<file path="config.mk">
export PLATFORM = sky130hd
export DESIGN_NAME = tic_timer_io_ctrl
export DESIGN_NICKNAME = d
export VERILOG_FILES = /design/src/tic_pkg.sv /design/src/tic_timer_io_ctrl.sv
export SDC_FILE = /design/constraint.sdc
export NUM_CORES = 1
export LEC_CHECK = 0
export BUFFER_PORTS_ARGS = -buffer_cell sky130_fd_sc_hd__buf_2
export CAP_MARGIN = 30
export CORE_MARGIN = 2
export CORE_UTILIZATION = 40
export CTS_BUF_LIST = sky130_fd_sc_hd__clkbuf_4
export CTS_CLUSTER_DIAMETER = 100
export DETAILED_ROUTE_END_ITERATION = 12
export PLACE_DENSITY_LB_ADDON = 0.3
export SLEW_MARGIN = 20
export SYNTH_ARGS = -nofsm -noshare
export SYNTH_HDL_FRONTEND = slang
export SYNTH_SLANG_ARGS = --single-unit
export TNS_END_PERCENT = 1
</file>
<file path="constraint.sdc">
create_clock -name I_REF_CLK -period 3.3 [get_ports I_REF_CLK]
set_input_delay 0.99 -clock I_REF_CLK [delete_from_list [all_inputs] [get_ports I_REF_CLK]]
set_output_delay 0.99 -clock I_REF_CLK [all_outputs]
set_load 0.02 [all_outputs]
</file>
<file path="src/tic_pkg.sv">
// Package of register map, field positions and codes for the timer I/O block.
//
// Function
// - Low-start output: low, high or toggle on match
// - High-start output: low, high or toggle on match
// - Codes 0000/0100 hold pin; reset drives zero
// - Ch3/4 capture on rise, fall or both
// - Buffered C register holds its pin level and never captures; only its driver enable follows the code
// - Ch5 code 00000 is compare; others prohibited
// - Ch5 10001/10010/10011 capture rise, fall, both
// - Ch5 11001/11010/11011 measure low pulse width
// - Ch5 11101/11110/11111 measure high pulse width
// - Clear enables zero ch5 counters on events
// - Clear register bits 7..3 read zero
// - Enable bit 7 gates A-event converter start
// - Bit 6 gates ch4 trough converter start
// - Bit 5 gates underflow interrupt, ch1/2 only
// - Bit 4 gates overflow interrupt
// - Bit 3 gates D interrupt, ch0/3/4 only
// - Bit 2 gates C interrupt, ch0/3/4 only
// - Bit 1 gates B interrupt
// - Bit 0 gates A interrupt
// - Flags clear by zero write after one read
package tic_pkg;

	// ==========================================================
	// Register byte offsets.
	localparam logic [7:0] OFS_CH3_IO_HIGH = 8'h00;
	localparam logic [7:0] OFS_CH3_IO_LOW  = 8'h04;
	localparam logic [7:0] OFS_CH4_IO_HIGH = 8'h08;
	localparam logic [7:0] OFS_CH4_IO_LOW  = 8'h0C;
	localparam logic [7:0] OFS_CH5U_IO     = 8'h10;
	localparam logic [7:0] OFS_CH5V_IO     = 8'h14;
	localparam logic [7:0] OFS_CH5W_IO     = 8'h18;
	localparam logic [7:0] OFS_CLEAR_EN    = 8'h1C;
	localparam logic [7:0] OFS_IRQ_EN      = 8'h20;
	localparam logic [7:0] OFS_STATUS      = 8'h24;
	localparam logic [7:0] OFS_MODE        = 8'h28;

	// ==========================================================
	// Field positions and widths.
	localparam int IO4_W        = 4;
	localparam int IO5_W        = 5;
	localparam int CLR_W        = 3;
	localparam int FLAG_W       = 6;
	localparam int BIT_ADC_TRIG = 7;
	localparam int BIT_TROUGH   = 6;
	localparam int BIT_UNDER    = 5;
	localparam int BIT_OVER     = 4;
	localparam int BIT_D        = 3;
	localparam int BIT_C        = 2;
	localparam int BIT_B        = 1;
	localparam int BIT_A        = 0;

	// ==========================================================
	// Reset values.
	localparam logic [7:0] RST_REG = 8'h00;

	// ==========================================================
	// Timing counts.
	// Edges after reset before the pin synchronisers hold real samples.
	localparam logic [1:0] SYNC_WARM = 2'h3;

	// ==========================================================
	// Channel 5 I/O codes.
	localparam logic [4:0] C5_COMPARE = 5'h00;
	localparam logic [4:0] C5_RISE    = 5'h11;
	localparam logic [4:0] C5_FALL    = 5'h12;
	localparam logic [4:0] C5_BOTH    = 5'h13;
	localparam logic [2:0] C5_LOWPW   = 3'h6;
	localparam logic [2:0] C5_HIGHPW  = 3'h7;

	// Operating mode decoded from a channel 5 code.
	typedef enum logic [2:0] {
		C5M_OFF,
		C5M_COMPARE,
		C5M_CAPTURE,
		C5M_LOW_WIDTH,
		C5M_HIGH_WIDTH
	} tic_c5mode_t;

endpackage

</file>
<file path="src/tic_timer_io_ctrl.sv">
// Pin I/O control, channel 5 clear enables and interrupt enables of a timer.
//
// The placing of the registers and register access over APB were decided locally.
module tic_timer_io_ctrl #(
	parameter int IRQ_CHANNEL = 4
) (
	input  wire logic                      I_REF_CLK,
	input  wire logic                      I_RESETN,
	input  wire logic                      PSEL,
	input  wire logic                      PENABLE,
	input  wire logic                      PWRITE,
	input  wire logic [7:0]                PADDR,
	input  wire logic [31:0]               PWDATA,
	output logic      [31:0]               PRDATA,
	output logic                           PREADY,
	output logic                           PSLVERR,
	input  wire logic [3:0]                I_CMP_MATCH,
	input  wire logic [3:0]                I_PIN_IN,
	output logic      [3:0]                O_PIN_OUT,
	output logic      [3:0]                O_PIN_OE,
	output logic      [3:0]                O_CAPTURE,
	input  wire logic [2:0]                I_CH5_MATCH,
	input  wire logic [2:0]                I_CH5_PIN,
	input  wire logic [2:0]                I_CH5_TROUGH,
	input  wire logic [2:0]                I_CH5_CREST,
	output logic      [2:0]                O_CH5_CAPTURE,
	output logic      [2:0]                O_CH5_COUNT_EN,
	output logic      [2:0]                O_CH5_CLEAR,
	input  wire logic [tic_pkg::FLAG_W-1:0] I_FLAG_SET,
	input  wire logic                      I_TROUGH_UNDERFLOW,
	output logic      [tic_pkg::FLAG_W-1:0] O_IRQ,
	output logic                           O_ADC_START
);
	import tic_pkg::*;

	// ==========================================================
	// Declarations.
	logic [IO4_W-1:0]  io4_q [4];
	logic [IO5_W-1:0]  io5_q [3];
	logic [CLR_W-1:0]  clr_en_q;
	logic [7:0]        irq_en_q;
	logic [FLAG_W-1:0] flag_q;
	logic [FLAG_W-1:0] seen_one_q;
	logic [1:0]        buf_a_en_q;
	logic [3:0]        pin_s1_q;
	logic [3:0]        pin_s2_q;
	logic [3:0]        pin_s3_q;
	logic [2:0]        c5_s1_q;
	logic [2:0]        c5_s2_q;
	logic [2:0]        c5_s3_q;
	logic [3:0]        pin_out_q;
	logic [3:0]        capture_q;
	logic [2:0]        c5_capture_q;
	logic [2:0]        c5_clear_q;
	logic [2:0]        c5_count_en_q;
	logic [3:0]        io4_ignored;
	logic              access;
	logic              wr;
	logic              rd;
	logic              mapped;
	logic [7:0]        irq_mask;
	logic [7:0]        rd_byte;
	logic [1:0]        warm_cnt_q;
	logic              sync_ready;

	// Writable bits of the enable register depend on the channel built.
	// Bits outside the mask are reserved: they read zero and a flag
	// behind a reserved enable never sets, so no request can leak out.
	function automatic logic [7:0] enable_mask(input int ch);
		logic [7:0] m;
		m = 8'h93;
		if (ch == 4) begin
			m[BIT_TROUGH] = 1'b1;
		end
		if (ch == 1 || ch == 2) begin
			m[BIT_UNDER] = 1'b1;
		end else begin
			m[BIT_D] = 1'b1;
			m[BIT_C] = 1'b1;
		end
		return m;
	endfunction

	// Decodes a channel 5 code; prohibited codes fall to the off mode.
	// They are decoded rather than trusted: a unit set to one of them
	// neither captures, compares nor clears its counter.
	function automatic tic_c5mode_t c5_mode(input logic [IO5_W-1:0] code);
		tic_c5mode_t m;
		m = C5M_OFF;
		if (code == C5_COMPARE) begin
			m = C5M_COMPARE;
		end else if (code == C5_RISE || code == C5_FALL
			|| code == C5_BOTH) begin
			m = C5M_CAPTURE;
		end else if (code[4:2] == C5_LOWPW && code[1:0] != 2'h0) begin
			m = C5M_LOW_WIDTH;
		end else if (code[4:2] == C5_HIGHPW && code[1:0] != 2'h0) begin
			m = C5M_HIGH_WIDTH;
		end
		return m;
	endfunction

	// Edge selection shared by both capture decoders: 0 rise, 1 fall,
	// 2 or 3 both.
	function automatic logic edge_hit(input logic [1:0] sel,
		input logic now, input logic prev);
		logic r;
		r = 1'b0;
		case (sel)
			2'h0: r = now & ~prev;
			2'h1: r = ~now & prev;
			default: r = now ^ prev;
		endcase
		return r;
	endfunction

	// ==========================================================
	// APB slave: zero wait states, unmapped addresses answer with an
	// error and read zero. Every register is a single byte in the low
	// lane of its word; the upper lanes are dropped on writes, so
	// software may write whole words without side effects.
	assign access = PSEL & PENABLE;
	assign wr = access & PWRITE & mapped;
	assign rd = access & ~PWRITE & mapped;
	assign irq_mask = enable_mask(IRQ_CHANNEL);
	assign PREADY = 1'b1;

	// Address decode and read multiplexer.
	// Misaligned addresses fall to the default and are refused.
	always_comb begin
		mapped = 1'b1;
		rd_byte = 8'h00;
		case (PADDR)
			OFS_CH3_IO_HIGH: rd_byte = {4'h0, io4_q[0]};
			OFS_CH3_IO_LOW:  rd_byte = {4'h0, io4_q[1]};
			OFS_CH4_IO_HIGH: rd_byte = {4'h0, io4_q[2]};
			OFS_CH4_IO_LOW:  rd_byte = {4'h0, io4_q[3]};
			OFS_CH5U_IO:     rd_byte = {3'h0, io5_q[0]};
			OFS_CH5V_IO:     rd_byte = {3'h0, io5_q[1]};
			OFS_CH5W_IO:     rd_byte = {3'h0, io5_q[2]};
			OFS_CLEAR_EN:    rd_byte = {5'h00, clr_en_q};
			OFS_IRQ_EN:      rd_byte = irq_en_q;
			OFS_STATUS:      rd_byte = {2'h0, flag_q};
			OFS_MODE:        rd_byte = {6'h00, buf_a_en_q};
			default: mapped = 1'b0;
		endcase
	end

	assign PRDATA = {24'h000000, rd_byte};
	assign PSLVERR = access & ~mapped;

	// ==========================================================
	// Control registers, all cleared by reset. The clear enable keeps only
	// its three live bits, so the reserved upper bits read zero whatever
	// software wrote there.
	always_ff @(posedge I_REF_CLK or negedge I_RESETN) begin
		if (!I_RESETN) begin
			for (int i = 0; i < 4; i++) begin
				io4_q[i] <= 4'h0;
			end
			for (int i = 0; i < 3; i++) begin
				io5_q[i] <= 5'h00;
			end
			clr_en_q <= 3'h0;
			irq_en_q <= RST_REG;
			buf_a_en_q <= 2'h0;
		end else if (wr) begin
			for (int i = 0; i < 4; i++) begin
				if (PADDR == OFS_CH3_IO_HIGH + 8'(4 * i)) begin
					io4_q[i] <= PWDATA[IO4_W-1:0];
				end
			end
			for (int i = 0; i < 3; i++) begin
				if (PADDR == OFS_CH5U_IO + 8'(4 * i)) begin
					io5_q[i] <= PWDATA[IO5_W-1:0];
				end
			end
			if (PADDR == OFS_CLEAR_EN) begin
				clr_en_q <= PWDATA[CLR_W-1:0];
			end
			if (PADDR == OFS_IRQ_EN) begin
				// Reserved enables stay zero whatever is written.
				irq_en_q <= PWDATA[7:0] & irq_mask;
			end
			if (PADDR == OFS_MODE) begin
				buf_a_en_q <= PWDATA[1:0];
			end
		end
	end

	// ==========================================================
	// Status flags. A zero write clears only a flag that was read as one
	// earlier; a one write leaves it. A set arriving with the clear wins.
	// The arming bit stops a blind zero write from losing an event that
	// software has not yet seen; any zero write drops it, so a stale
	// read cannot clear a later event.
	always_ff @(posedge I_REF_CLK or negedge I_RESETN) begin
		if (!I_RESETN) begin
			flag_q <= 6'h00;
			seen_one_q <= 6'h00;
		end else begin
			for (int i = 0; i < FLAG_W; i++) begin
				if (I_FLAG_SET[i] && irq_mask[i]) begin
					flag_q[i] <= 1'b1;
				end else if (wr && PADDR == OFS_STATUS && !PWDATA[i]
					&& seen_one_q[i]) begin
					flag_q[i] <= 1'b0;
				end
				if (rd && PADDR == OFS_STATUS) begin
					seen_one_q[i] <= flag_q[i];
				end else if (wr && PADDR == OFS_STATUS && !PWDATA[i]) begin
					seen_one_q[i] <= 1'b0;
				end
			end
		end
	end

	// Interrupt requests are levels: flag and enable together.
	// They stay up until software clears the flag or drops the enable.
	always_comb begin
		O_IRQ[BIT_UNDER] = flag_q[BIT_UNDER] & irq_en_q[BIT_UNDER];
		O_IRQ[BIT_OVER] = flag_q[BIT_OVER] & irq_en_q[BIT_OVER];
		O_IRQ[BIT_D] = flag_q[BIT_D] & irq_en_q[BIT_D];
		O_IRQ[BIT_C] = flag_q[BIT_C] & irq_en_q[BIT_C];
		O_IRQ[BIT_B] = flag_q[BIT_B] & irq_en_q[BIT_B];
		O_IRQ[BIT_A] = flag_q[BIT_A] & irq_en_q[BIT_A];
	end

	// Converter start is a one-cycle pulse, registered so that bus
	// writes to the enable cannot glitch it.
	// A start therefore follows its cause by exactly one clock.
	always_ff @(posedge I_REF_CLK or negedge I_RESETN) begin
		if (!I_RESETN) begin
			O_ADC_START <= 1'b0;
		end else begin
			O_ADC_START <= (I_FLAG_SET[BIT_A] & irq_en_q[BIT_ADC_TRIG])
				| (I_TROUGH_UNDERFLOW & irq_en_q[BIT_TROUGH]);
		end
	end

	// ==========================================================
	// Pin synchronisers; only the second stage and beyond feed logic.
	// The third stage only remembers the previous sample for the edge
	// detectors; it is never read without the second.
	always_ff @(posedge I_REF_CLK or negedge I_RESETN) begin
		if (!I_RESETN) begin
			pin_s1_q <= 4'h0;
			pin_s2_q <= 4'h0;
			pin_s3_q <= 4'h0;
			c5_s1_q <= 3'h0;
			c5_s2_q <= 3'h0;
			c5_s3_q <= 3'h0;
		end else begin
			pin_s1_q <= I_PIN_IN;
			pin_s2_q <= pin_s1_q;
			pin_s3_q <= pin_s2_q;
			c5_s1_q <= I_CH5_PIN;
			c5_s2_q <= c5_s1_q;
			c5_s3_q <= c5_s2_q;
		end
	end

	// ==========================================================
	// Synchroniser warm-up. The pipelines reset to zero while a pin may
	// idle high, so the first samples after reset would look like a
	// rising edge. A capture code written at the earliest legal moment
	// would then record an event that never happened on the pin. Edge
	// detection is held off until the third stage holds a real sample;
	// the cost is that an edge in the first cycles after reset is lost.
	always_ff @(posedge I_REF_CLK or negedge I_RESETN) begin
		if (!I_RESETN) begin
			warm_cnt_q <= 2'h0;
		end else if (warm_cnt_q != SYNC_WARM) begin
			warm_cnt_q <= warm_cnt_q + 2'h1;
		end
	end

	assign sync_ready = (warm_cnt_q == SYNC_WARM);

	// ==========================================================
	// Channel 3/4 A and C pins. Index 1 and 3 are C registers, which
	// hold their pin level and never capture while buffering the A register; the driver enable still follows the code.
	// A compare code loads its start level at the write itself, so the
	// pin shows the right level before the first match; the two hold
	// codes leave the level alone, which is why 0100 does not load.
	assign io4_ignored = {buf_a_en_q[1], 1'b0, buf_a_en_q[0], 1'b0};

	always_ff @(posedge I_REF_CLK or negedge I_RESETN) begin
		if (!I_RESETN) begin
			pin_out_q <= 4'h0;
			capture_q <= 4'h0;
		end else begin
			for (int i = 0; i < 4; i++) begin
				capture_q[i] <= 1'b0;
				if (wr && PADDR == OFS_CH3_IO_HIGH + 8'(4 * i)) begin
					// Writing an output code loads its initial level.
					if (!PWDATA[3] && PWDATA[1:0] != 2'h0
						&& !io4_ignored[i]) begin
						pin_out_q[i] <= PWDATA[2];
					end
				end else if (io4_ignored[i]) begin
					pin_out_q[i] <= pin_out_q[i];
				end else if (!io4_q[i][3]) begin
					if (I_CMP_MATCH[i]) begin
						case (io4_q[i][1:0])
							2'h1: pin_out_q[i] <= 1'b0;
							2'h2: pin_out_q[i] <= 1'b1;
							2'h3: pin_out_q[i] <= ~pin_out_q[i];
							default: pin_out_q[i] <= pin_out_q[i];
						endcase
					end
				end else begin
					capture_q[i] <= sync_ready
						& edge_hit(io4_q[i][1:0],
						pin_s2_q[i], pin_s3_q[i]);
				end
			end
		end
	end

	assign O_PIN_OUT = pin_out_q;

	// The driver follows the code alone, so a pin is driven from reset on
	// and released the moment an input code is written.
	always_comb begin
		for (int i = 0; i < 4; i++) begin
			O_PIN_OE[i] = ~io4_q[i][3];
		end
	end

	assign O_CAPTURE = capture_q;

	// ==========================================================
	// Channel 5 units: compare, edge capture and pulse-width measurement.
	// The counter core counts while the count enable stands and takes the
	// capture at trough or crest; prohibited codes produce no events.
	// A unit counter is cleared only through its own enable bit; the bits
	// run U, V, W from bit 2 down, hence the reversed index.
	always_ff @(posedge I_REF_CLK or negedge I_RESETN) begin
		if (!I_RESETN) begin
			c5_capture_q <= 3'h0;
			c5_clear_q <= 3'h0;
			c5_count_en_q <= 3'h0;
		end else begin
			for (int u = 0; u < 3; u++) begin
				logic ev;
				logic cap;
				ev = 1'b0;
				cap = 1'b0;
				c5_count_en_q[u] <= 1'b0;
				case (c5_mode(io5_q[u]))
					C5M_COMPARE: ev = I_CH5_MATCH[u];
					C5M_CAPTURE: begin
						cap = sync_ready
							& edge_hit(io5_q[u][1:0] - 2'h1,
							c5_s2_q[u], c5_s3_q[u]);
						ev = cap;
					end
					C5M_LOW_WIDTH, C5M_HIGH_WIDTH: begin
						c5_count_en_q[u] <= (c5_s2_q[u]
							== io5_q[u][2]);
						cap = (io5_q[u][0] & I_CH5_TROUGH[u])
							| (io5_q[u][1] & I_CH5_CREST[u]);
						ev = cap;
					end
					default: ev = 1'b0;
				endcase
				c5_capture_q[u] <= cap;
				c5_clear_q[u] <= ev & clr_en_q[2 - u];
			end
		end
	end

	assign O_CH5_CAPTURE = c5_capture_q;
	assign O_CH5_CLEAR = c5_clear_q;
	assign O_CH5_COUNT_EN = c5_count_en_q;

endmodule

</file>
==> impl_metrics.env <==
export IMPL_rsz0062_at_grt="yes"
export IMPL_yosysSeqAreaShare_pct=46.3
export IMPL_hold_viol=0
export IMPL_grt_pass1_vias=3777
export IMPL_timing_final_crit_share_pct=101
export IMPL_initial_core_util_pct=40.6
export IMPL_antenna_found_initial=1
export IMPL_dpl_cell_area_um2=5810
export IMPL_die_h_um=117
export IMPL_gp_congestion=0.864
export IMPL_dp_hpwl_um=9400
export IMPL_area_growth_pct=20.2
export IMPL_arrival_ns=2.35
export IMPL_top_usage_layer="met2"
export IMPL_cts_tree="built"
export IMPL_max_cap_violations=0
export IMPL_slew_viol_final=0
export IMPL_timing_final_ws_setup_ns=-0.0355
export IMPL_cts_buffer_depth=2
export IMPL_cp_end_kind="primary output"
export IMPL_cp_slowest_cell="or4b_4"
export IMPL_multi_input_area_um2=2520
export IMPL_max_stage_delay_ns=0.53
export IMPL_synth_edf_count=0
export IMPL_synth_flop_cell="dfrtp_1"
export IMPL_p_leak_nw=3.02
export IMPL_netlist_area_um2=5080
export IMPL_max_freq_ghz=0.300
export IMPL_grt_max_degree=51
export IMPL_final_common_cell="dfrtp_1"
export IMPL_finClkSkew_ns=0.0149
export IMPL_grt_overflow_total=0
export IMPL_insertion_delay_ns=0.49
export IMPL_setup_tns_ns=-0.0631
export IMPL_startpoint="PADDR[7]"
export IMPL_setup_viol=3
export IMPL_layout_drive_gt1_share_pct=37.8
export IMPL_ys_seq_elements=94
export IMPL_grt_pass1_wl_um=19900
export IMPL_viasPerCell=5.17
export IMPL_drtIter0Drc=185
export IMPL_tightest_slew_ns=0.845
export IMPL_seqCellArea_um2=2350
export IMPL_rows=41
export IMPL_worstPathCellList="buf_2 > or4b_4 > o32ai_2 > a21oi_2 > o211ai_1 > buf_4"
export IMPL_wl_per_cell_um=16.9
export IMPL_cts_buffers=9
export IMPL_synth_cell_types=63
export IMPL_use_met3_pct=4.57
export IMPL_cellPowerDensity_nw_per_um2=340
export IMPL_instances_no_fill=741
export IMPL_nNetsFinal=663
export IMPL_final_min_clock_period_ns=3.34
export IMPL_via_count=3834
export IMPL_port_buffers=80
export IMPL_placedCellCount=722
export IMPL_grt_usage_pct=19.5
export IMPL_violations="negative setup slack"
export IMPL_final_cell_area_um2=6110
export IMPL_final_core_util_pct=48.8
export IMPL_use_met1_pct=25.5
export IMPL_fillers=1186
export IMPL_cts_clk_slew_worst_paths_ns=0.15
export IMPL_final_cell_mix="dfrtp_1 (94), buf_2 (72), mux2_2 (49)"
export IMPL_critPathKind="input pin to primary output"
export IMPL_n_antenna_cell=0
export IMPL_htreeDepth=3
export IMPL_avgSynthCellArea_um2=11.2
export IMPL_async_reset_ff_share_pct=100
export IMPL_netlist_instances=453
export IMPL_status="complete, but fails checks"
export IMPL_relSlewSlack_pct=43.2
export IMPL_timing_rr_start="io5_q[1]"
export IMPL_core_region_area_um2=12500
export IMPL_remaining_drc_errors=0
export IMPL_clockRootBuffer="clkbuf_4"
export IMPL_drt_pre_antenna_iters=4
export IMPL_antenna_left=0
export IMPL_die_area_um2=13600
export IMPL_hp_class="flip-flop to flip-flop"
export IMPL_met2_usage_pct=32.4
export IMPL_worstSetupStartpointType="input pin"
export IMPL_yosys_warnings=0
export IMPL_min_from="c5_s1_q[2]"
export IMPL_die_width_um=117
export IMPL_drt_total_wl_um=12500
export IMPL_worstPathRequired_ns=2.31
export IMPL_irDropWorstVdd_v=0.000270
export IMPL_cts_sinks=94
export IMPL_crit_fanout=4
export IMPL_ios=134
==> state kept, by name, summed over array words and instances, names as in the netlist <==
name / flops
O_CH5_CAPTURE: 3
O_PIN_OUT: 4
irq_en_q: 7
O_ADC_START: 1
c5_s3_q: 3
O_CAPTURE: 4
io4_q: 16
pin_s2_q: 4
O_CH5_CLEAR: 3
O_CH5_COUNT_EN: 3
pin_s1_q: 4
seen_one_q: 5
buf_a_en_q: 2
warm_cnt_q: 2
pin_s3_q: 4
clr_en_q: 3
io5_q: 15
flag_q: 5
c5_s1_q: 3
c5_s2_q: 3
==> power breakdown <==
part	switching (mW)	internal [mW]
logic	0.144	0.0854
clock network	0.427	0.240
registers	0.0115	1.17
total	0.583	1.50
==> repair_timing <==
item / in CTS / in global routing
endpoints found under the hold margin: 0 / 0
hold buffers: 0 / 0
resized for setup: 17 / 13
setup buffers: 3 / 0
pin swaps: 10 / 4
endpoints found under the setup margin: 5 / 5
gates cloned: 0 / 0
==> final cells by class <==
class,instances,share of cell area [%]
multi-input combinational,308,41.3
clock inverter,7,1.27
sequential,94,38.5
timing repair buffer,120,12.4
clock buffer,9,1.11
inverter,31,1.90
tap,172,3.52
==> routing by layer <==
layer | share of wire (%) | vias to the layer above
met5 | 0.088 | -
met4 | 1.3 | 2
met3 | 5.4 | 14
met2 | 49 | 114
met1 | 44 | 1908
li1 | - | 1796
==> worst max-delay path, delay by kind of cell <==
kind,cells,cell delay (ns)
buf+inv,2,0.34
compound gates,3,0.48
simple gates,1,0.53
==> synth_stat cells, drive strengths merged (4+ instances only) <==
| cell type | number | area (µm²) |
|---|---|---|
| dfrtp | 94 | 2350 |
| mux2 | 49 | 552 |
| buf | 33 | 231 |
| inv | 31 | 116 |
| nand2 | 28 | 105 |
| ha | 27 | 338 |
| nor2 | 13 | 48.8 |
| clkbuf | 12 | 46.3 |
| mux2i | 12 | 120 |
| nor4 | 12 | 103 |
| nand3 | 9 | 55.1 |
| o21ai | 9 | 45.0 |
| a21o | 7 | 52.6 |
| a22oi | 7 | 52.6 |
| and2 | 6 | 37.5 |
| nand3b | 6 | 45.0 |
| nand4 | 6 | 56.3 |
| nor3 | 6 | 30.0 |
| a21oi | 5 | 25.0 |
| a22o | 5 | 43.8 |
| nand2b | 5 | 31.3 |
| nor2b | 5 | 31.3 |
| a211oi | 4 | 42.5 |
| and3 | 4 | 25.0 |
| nor4b | 4 | 41.3 |
| or3 | 4 | 25.0 |
==> per-stage QoR <==
step / hold slack, ns / power [mW] / setup WS (ns)
after CTS: 0.371 / 2.10 / -0.00353
after floorplan: 0.331 / 1.33 / -0.0874
final: 0.368 / 2.08 / -0.0355
after global placement: 0.332 / 1.41 / -0.217
after global routing: 0.370 / 2.18 / -0.0617
after detailed placement: 0.336 / 1.42 / -0.210
==> kinds of logic after synthesis <==
group                    synth area share (%)
AO/OA/AOI/OAI                            10.2
adder cells (fa/ha/maj)                  6.65
AND/OR/NAND/NOR                          14.6
multiplexers                             13.7
XOR/XNOR                                0.689
flip-flops                               46.3
other                                   0.148
buffers and inverters                    7.75
==> path summary, 6_finish.rpt <==
kind                       slack (ns)  cells past startpoint        endpoint
hold / removal                   0.37                      0      c5_s2_q[2]
setup reg to reg                 1.50                      6  O_CH5_CLEAR[2]
max in group asynchronous        2.13                      2        io4_q[7]
setup / recovery                -0.04                      6       PRDATA[3]
hold reg to reg                  0.37                      0      c5_s2_q[2]
min in group asynchronous        0.51                      1    O_CAPTURE[1]
(Power assumes the default switching activity.)
